--- config.mk ---
export PLATFORM = sky130hd
export DESIGN_NAME = cfgd_top
export DESIGN_NICKNAME = d
export VERILOG_FILES = /design/src/inc/cfgd_pkg.sv /design/src/logic/cfgd_top.sv
export VERILOG_INCLUDE_DIRS = /design/src /design/src/inc
export SDC_FILE = /design/constraint.sdc
export NUM_CORES = 1
export LEC_CHECK = 0
export ABC_AREA = 1
export ABC_CLOCK_PERIOD_IN_PS = 3450
export BUFFER_PORTS_ARGS = -buffer_cell sky130_fd_sc_hd__buf_2
export CAP_MARGIN = 25
export CELL_PAD_IN_SITES_DETAIL_PLACEMENT = 1
export CELL_PAD_IN_SITES_GLOBAL_PLACEMENT = 1
export CORE_MARGIN = 2
export CORE_UTILIZATION = 33
export CTS_CLUSTER_DIAMETER = 80
export CTS_CLUSTER_SIZE = 24
export DETAILED_ROUTE_END_ITERATION = 8
export PLACE_DENSITY = 0.93
export SLEW_MARGIN = 10
export SYNTH_ARGS = -nofsm -noshare
export SYNTH_HDL_FRONTEND = slang
export SYNTH_SLANG_ARGS = --single-unit
--- constraint.sdc ---
create_clock -name pclk -period 3.45 [get_ports pclk]
set_input_delay 0.345 -clock pclk [delete_from_list [all_inputs] [get_ports pclk]]
set_output_delay 0.345 -clock pclk [all_outputs]
set_load 0.05 [all_outputs]
--- src/inc/cfgd_consts.svh ---
/*
  Constants of the configuration byte decoder: APB offsets, bit positions,
  reset values and boot addresses. Assumes inclusion by its bare name.
*/
`ifndef CFGD_CONSTS_SVH
`define CFGD_CONSTS_SVH

`define CFGD_OFS_ADDR 12'h000
`define CFGD_OFS_DATA 12'h004
`define CFGD_OFS_CMD 12'h008
`define CFGD_OFS_STATUS 12'h00c

`define CFGD_CFG_ADDR 16'hffff
`define CFGD_APP_BASE 16'h0000
`define CFGD_LOADER_BASE 16'h3800
`define CFGD_ERASED 8'hff

`define CFGD_BIT_LOCK 0
`define CFGD_BIT_INHIBIT 1
`define CFGD_BIT_BOOT 2
`define CFGD_BIT_NSR 3
`define CFGD_BIT_CYCLE 5
`define CFGD_BIT_XTAL 7

`define CFGD_CMD_ERASE_ALL 0
`define CFGD_ST_MODE 8
`define CFGD_ST_LOCKED 9
`define CFGD_ST_LOADED 10

`endif

--- src/inc/cfgd_pkg.sv ---
/*
  Types of the configuration byte decoder.
  Assumes nothing of its surroundings.
*/
package cfgd_pkg;
  typedef enum logic [1:0]
  {
    CFGD_LOAD = 2'b01,
    CFGD_RUN = 2'b10
  } cfgd_state_t;
endpackage

--- src/logic/cfgd_top.sv ---
/*
  Configuration byte decoder: holds the nonvolatile configuration byte,
  lets a programmer reach it over APB only in programming mode, latches it
  after reset and drives the decoded settings to the core.
  Assumes prog_mode_pin is asynchronous and the core supplies code-table
  read requests on pclk.
  // Contract
  // - With the inhibit bit 0, a code-table read run from external memory never selects internal code.
  // - A code-table read run from internal memory may always reach internal and external code.
  // - With the inhibit bit 1, code-table reads are not restricted at all.
  // - After reset the core boots from the application flash when the boot bit is 1, else from 0x3800.
  // - Noise reduction is disabled when its bit is 1 and enabled when it is 0.
  // - Cycle bit 1 gives twelve clocks per instruction cycle, 0 gives six.
  // - Once the lock bit is 0, flash and configuration byte accesses are refused.
  // - Programming only clears bits; only erase-all sets them back to 1.
  // - The configuration byte is reached only in programming mode at address 0FFFFh.
*/
// Design decisions made here: the address map and the APB interface to the registers.
`timescale 1ns/100ps
`include "cfgd_consts.svh"

module cfgd_top
  import cfgd_pkg::*;
#(
  parameter logic [15:0] INT_CODE_TOP = 16'h3fff
)
(
  input wire logic pclk,
  input wire logic presetn,
  input wire logic psel,
  input wire logic penable,
  input wire logic pwrite,
  input wire logic [11:0] paddr,
  input wire logic [31:0] pwdata,
  output logic [31:0] prdata,
  output logic pready,
  output logic pslverr,
  input wire logic prog_mode_pin,
  input wire logic code_table_read,
  input wire logic ctr_exec_external,
  input wire logic [15:0] ctr_addr,
  output logic ctr_select_internal,
  output logic cfg_valid,
  output logic [15:0] boot_vector,
  output logic boot_from_loader,
  output logic noise_reduction_disable,
  output logic twelve_clock_cycle_mode,
  output logic six_clock_cycle_mode,
  output logic xtal_high_speed
);

  cfgd_state_t state_q;
  // The fuse cell starts erased and is not touched by reset
  logic [7:0] nv_q = `CFGD_ERASED;
  logic [7:0] live_q;
  logic [15:0] addr_q;
  logic pm_s1_q, pm_s2_q, pm_s3_q, pm_q;
  logic acc, wr, rd, hit_data, locked, data_ok, erase;
  logic [31:0] rdata_d;
  logic err_d;

  // Programming-mode pin: a change counts once stages two and three agree
  always_ff @(posedge pclk or negedge presetn)
  begin
    if (!presetn)
    begin
      pm_s1_q <= 1'b0;
      pm_s2_q <= 1'b0;
      pm_s3_q <= 1'b0;
      pm_q <= 1'b0;
    end
    else
    begin
      pm_s1_q <= prog_mode_pin;
      pm_s2_q <= pm_s1_q;
      pm_s3_q <= pm_s2_q;
      if (pm_s2_q == pm_s3_q)
        pm_q <= pm_s3_q;
    end
  end

  assign acc = psel & penable;
  assign wr = acc & pwrite;
  assign rd = acc & ~pwrite;
  assign hit_data = (paddr == `CFGD_OFS_DATA);
  assign locked = ~nv_q[`CFGD_BIT_LOCK];
  // Refused outside programming mode or once locked
  assign data_ok = pm_q & ~locked;
  assign erase = wr & (paddr == `CFGD_OFS_CMD) & pm_q & pwdata[`CFGD_CMD_ERASE_ALL];
  assign pready = 1'b1;

  always_ff @(posedge pclk or negedge presetn)
  begin
    if (!presetn)
      addr_q <= 16'h0000;
    else if (wr && paddr == `CFGD_OFS_ADDR)
      addr_q <= pwdata[15:0];
  end

  // Model of the fuse cell: it keeps its contents through reset, so only erase-all sets bits;
  // erase-all works even when locked, else a locked part is dead
  always_ff @(posedge pclk)
  begin
    if (erase)
      nv_q <= `CFGD_ERASED;
    else if (wr && hit_data && data_ok && addr_q == `CFGD_CFG_ADDR)
      nv_q <= nv_q & pwdata[7:0];
  end

  always_comb
  begin
    rdata_d = 32'h0000_0000;
    err_d = 1'b0;
    unique case (paddr)
      `CFGD_OFS_ADDR: rdata_d = {16'h0000, addr_q};
      `CFGD_OFS_DATA:
      begin
        err_d = ~data_ok;
        if (data_ok && addr_q == `CFGD_CFG_ADDR)
          rdata_d = {24'h000000, nv_q};
      end
      `CFGD_OFS_CMD: err_d = pwrite & ~pm_q;
      `CFGD_OFS_STATUS:
      begin
        rdata_d[7:0] = live_q;
        rdata_d[`CFGD_ST_MODE] = pm_q;
        rdata_d[`CFGD_ST_LOCKED] = locked;
        rdata_d[`CFGD_ST_LOADED] = cfg_valid;
      end
      default: err_d = 1'b1;
    endcase
  end

  assign prdata = rd ? rdata_d : 32'h0000_0000;
  assign pslverr = acc & err_d;

  // Settings are captured once after reset; later programming waits for the next reset
  always_ff @(posedge pclk or negedge presetn)
  begin
    if (!presetn)
    begin
      state_q <= CFGD_LOAD;
      live_q <= `CFGD_ERASED;
    end
    else
    begin
      unique case (state_q)
        CFGD_LOAD:
        begin
          live_q <= nv_q;
          state_q <= CFGD_RUN;
        end
        CFGD_RUN: state_q <= CFGD_RUN;
        default: state_q <= CFGD_LOAD;
      endcase
    end
  end

  assign cfg_valid = (state_q == CFGD_RUN);
  assign boot_from_loader = ~live_q[`CFGD_BIT_BOOT];
  assign boot_vector = live_q[`CFGD_BIT_BOOT] ? `CFGD_APP_BASE : `CFGD_LOADER_BASE;
  assign noise_reduction_disable = live_q[`CFGD_BIT_NSR];
  assign twelve_clock_cycle_mode = live_q[`CFGD_BIT_CYCLE];
  assign six_clock_cycle_mode = ~live_q[`CFGD_BIT_CYCLE];
  assign xtal_high_speed = live_q[`CFGD_BIT_XTAL];

  // Internal code is selected for in-range addresses unless an external fetch is inhibited
  assign ctr_select_internal = code_table_read & (ctr_addr <= INT_CODE_TOP)
    & (~ctr_exec_external | live_q[`CFGD_BIT_INHIBIT]);
endmodule

==> results.py <==
metrics = {
    "power_and_ir_drop": {
        "cellPowerDensity_nw_per_um2": 348,
        "clkPwrFrac_pct": 39.5,
        "switching_share_pct": 29.6,
        "seqPwrFrac_pct": 46.3,
        "p_comb_share_pct": 14.3,
        "intPower_uw": 686,
        "power.leakage_uw": 0.00154,
        "worst_ir_drop_vdd_mv": 0.159,
        "p_sw_uw": 288,
    },
    "finish": {
        "fill_cells": 944,
        "final_area_um2": 2800,
        "drive_gt1_share_pct": 23.6,
        "areaGrowthSynthToFinish_pct": 16.0,
        "n_antenna_cell": 0,
        "final_nets": 463,
    },
    "sta": {
        "period_minus_slack_ns": 2.67,
        "maxSlewViolCount": 0,
        "post-route-period-util_pct": 77.5,
        "finalSetupTns_ns": 0,
        "hold_viol": 0,
        "finalClockSkew_ns": 0.0122,
        "tightest_slew_ns": 0.694,
        "max_freq_ghz": 0.374,
        "rsz0062_at_grt": "no",
        "relSlewSlack_pct": 53.7,
        "finalSetupViolations": 0,
    },
    "logic_synthesis": {
        "avgSynthCellArea_um2": 7.25,
        "ys_seq_elements": 38,
        "yosys.area.top_type": "dfrtp_1",
        "seq_area_frac_synth_pct": 38.2,
        "syn-cell-area_um2": 2410,
        "ys_types": 28,
        "synth_warnings": 0,
        "synth_ff_type": "dfrtp_1",
        "netlist.area_leader.share_pct": 21.8,
        "synthCells": 333,
        "synth_edf_count": 0,
        "ys_async_sr_fraction_pct": 78.9,
        "yosys-top-cells-area": "dfrtp_1, buf_4, dfstp_2",
    },
    "global_route": {
        "grt_pass1_wl_mm": 11.1,
        "grt_use_met2_pct": 31.2,
        "grt_use_met3_pct": 4.52,
        "grt_pass1_vias": 2435,
        "overflow": 0,
        "grt_max_degree": 31,
        "track_usage_pct": 17.9,
        "antenna_found_initial": 0,
        "grt.busiest_layer": "met2",
        "met1_usage_pct": 20.7,
    },
    "worst_setup_path": {
        "cp-end-kind": "primary output",
        "timing.rr.start": "pm_q",
        "critPathCapture": "prdata[4]",
        "regToRegSetupSlack_ns": 1.73,
        "crit_path_start_kind": "register",
        "cp_max_fo": 9,
        "crit_start": "pm_q",
        "critPathRequiredTime_ns": 3.11,
        "slowest_stage": "nor2_1",
        "cp.depth": 7,
        "crit_buf_inv": 1,
        "cp_slowest_stage_delay_ns": 0.54,
        "cp.arrival_ns": 2.33,
        "criticalPathCategory": "reg2out",
        "cp_top_family": "simple AND/OR/NAND/NOR gates",
        "r2r_end": "nv_q[0]",
        "worst-r2r-cell-count": 7,
        "critical_path.cell_chain": "nand2_1 -> nor2_1 -> nand2_1 -> nor2_1 -> nand3_1 -> a21oi_1 -> buf_2",
    },
    "flow_run": {
        "max-cap-violations": 0,
    },
    "hold_path": {
        "hold_class": "in2async",
    },
    "cts": {
        "post_cts_buffers": 0,
        "cts_resized": 0,
        "root_buffer": "clkbuf_8",
        "cts_buffers": 5,
        "h-tree-depth": 2,
        "path_clk_slew_ns": 0.09,
        "cts_buffer_depth": 2,
        "tritoncts": "yes",
        "clock_sinks": 38,
        "cts-hold-fix-buffers": 0,
        "clk_latency_ns": 0.30,
    },
    "floorplan": {
        "die_h_um": 89.5,
        "dieArea_um2": 8010,
        "die_x_um": 89.5,
        "pin_count": 125,
        "initial_utilization_pct": 33.6,
        "core_um2": 7180,
        "fp-row-count": 31,
    },
    "drt": {
        "via_count": 2344,
        "drc": 0,
        "wirelength_mm": 6.84,
        "ant_nets": 0,
        "wl_per_cell_um": 13.9,
        "drt-pass1-iter-count": 4,
        "vias_per_cell": 4.75,
        "first_iter_violations": 77,
    },
    "outcome": {
        "outcome": "finished, final reports clean",
    },
    "place": {
        "dpl_cell_area_um2": 2690,
        "globalplace.congestion": 0.772,
        "port-buffer-count": 64,
        "dp_hpwl_mm": 5.35,
    },
}
==> registers in the layout, summed over array words and instances (netlist names) <==
signal / flops
pm_q: 1
pm_s2_q: 1
pm_s3_q: 1
live_q: 8
state_q: 2
pm_s1_q: 1
addr_q: 16
nv_q: 8
==> placed cells by master, fill, tap and decap left out, types with 5 or more instances in the layout <==
master	instances
a21oi_1	10
buf_2	64
clkbuf_8	5
conb_1	30
dfrtp_1	21
dfstp_2	9
dfxtp_1	8
inv_1	56
nand2_1	61
nand3_1	36
nand4_1	15
nor2_1	24
nor3_1	6
o21ai_0	26
==> per-stage QoR <==
stage	power, µW	util (%)	setup slack (ns)	hold slack [ns]	instances
floorplan	583	-	1.15	0.0494	361
global placement	594	37.5	0.946	0.334	485
detailed placement	597	37.5	0.940	0.348	485
CTS	979	39.0	0.816	0.111	493
global route	1010	39.0	0.585	0.131	493
finish	974	39.0	0.776	0.0866	493
==> power groups by stage <==
stage / registers [µW] / clock network (µW) / logic (µW)
3_5_place_dp: 459 / 0 / 138
2_1_floorplan: 458 / 0 / 125
5_1_grt: 451 / 406 / 151
6_report: 451 / 384 / 139
4_1_cts: 450 / 390 / 139
3_3_place_gp: 459 / 0 / 135
==> synth_stat cells (all sizes together) (2+ instances only) <==
| library cell | n |
|---|---|
| nor2 | 26 |
| nor3 | 8 |
| conb | 2 |
| nand2 | 63 |
| dfxtp | 8 |
| ha | 2 |
| o21ai | 27 |
| nand3 | 36 |
| nand4 | 15 |
| dfrtp | 21 |
| a21oi | 10 |
| inv | 56 |
| buf | 40 |
| o22ai | 2 |
| dfstp | 9 |
| mux2 | 4 |
==> cell families after synthesis <==
family / synth area share (%)
DFF: 38.2
buffers and inverters: 20.7
other: 0.311
AOI/OAI and AO/OA: 8.19
muxes: 1.87
adders and majority gates: 1.45
and+or+nand+nor: 29.2
==> per-layer routing <==
| metal | vias to the layer above | part of all wire, % |
|---|---|---|
| li1 | 1123 | - |
| met1 | 1118 | 40 |
| met2 | 84 | 49 |
| met3 | 19 | 6.9 |
| met4 | 0 | 3.2 |
| met5 | - | 0 |
==> final cells by class <==
cell class | instances | area [µm²] | share of cell area (%)
Sequential cell | 38 | 922 | 32.9
Inverter | 56 | 210 | 7.51
Timing Repair Buffer | 66 | 335 | 12.0
Multi-Input combinational cell | 226 | 1100 | 39.1
Clock buffer | 5 | 68.8 | 2.46
Tap cell | 99 | 124 | 4.42
Clock inverter | 3 | 43.8 | 1.56
==> worst min path at each step <==
stage | slack [ns] | end | depth (start not counted)
detailed placement | 0.35 | pm_s2_q | 0
finish | 0.09 | addr_q[2] | 1
global route | 0.13 | addr_q[2] | 1
CTS | 0.11 | addr_q[2] | 1
global placement | 0.33 | pm_s2_q | 0
floorplan | 0.05 | addr_q[0] | 0
Power figures use the tool's default switching activity.
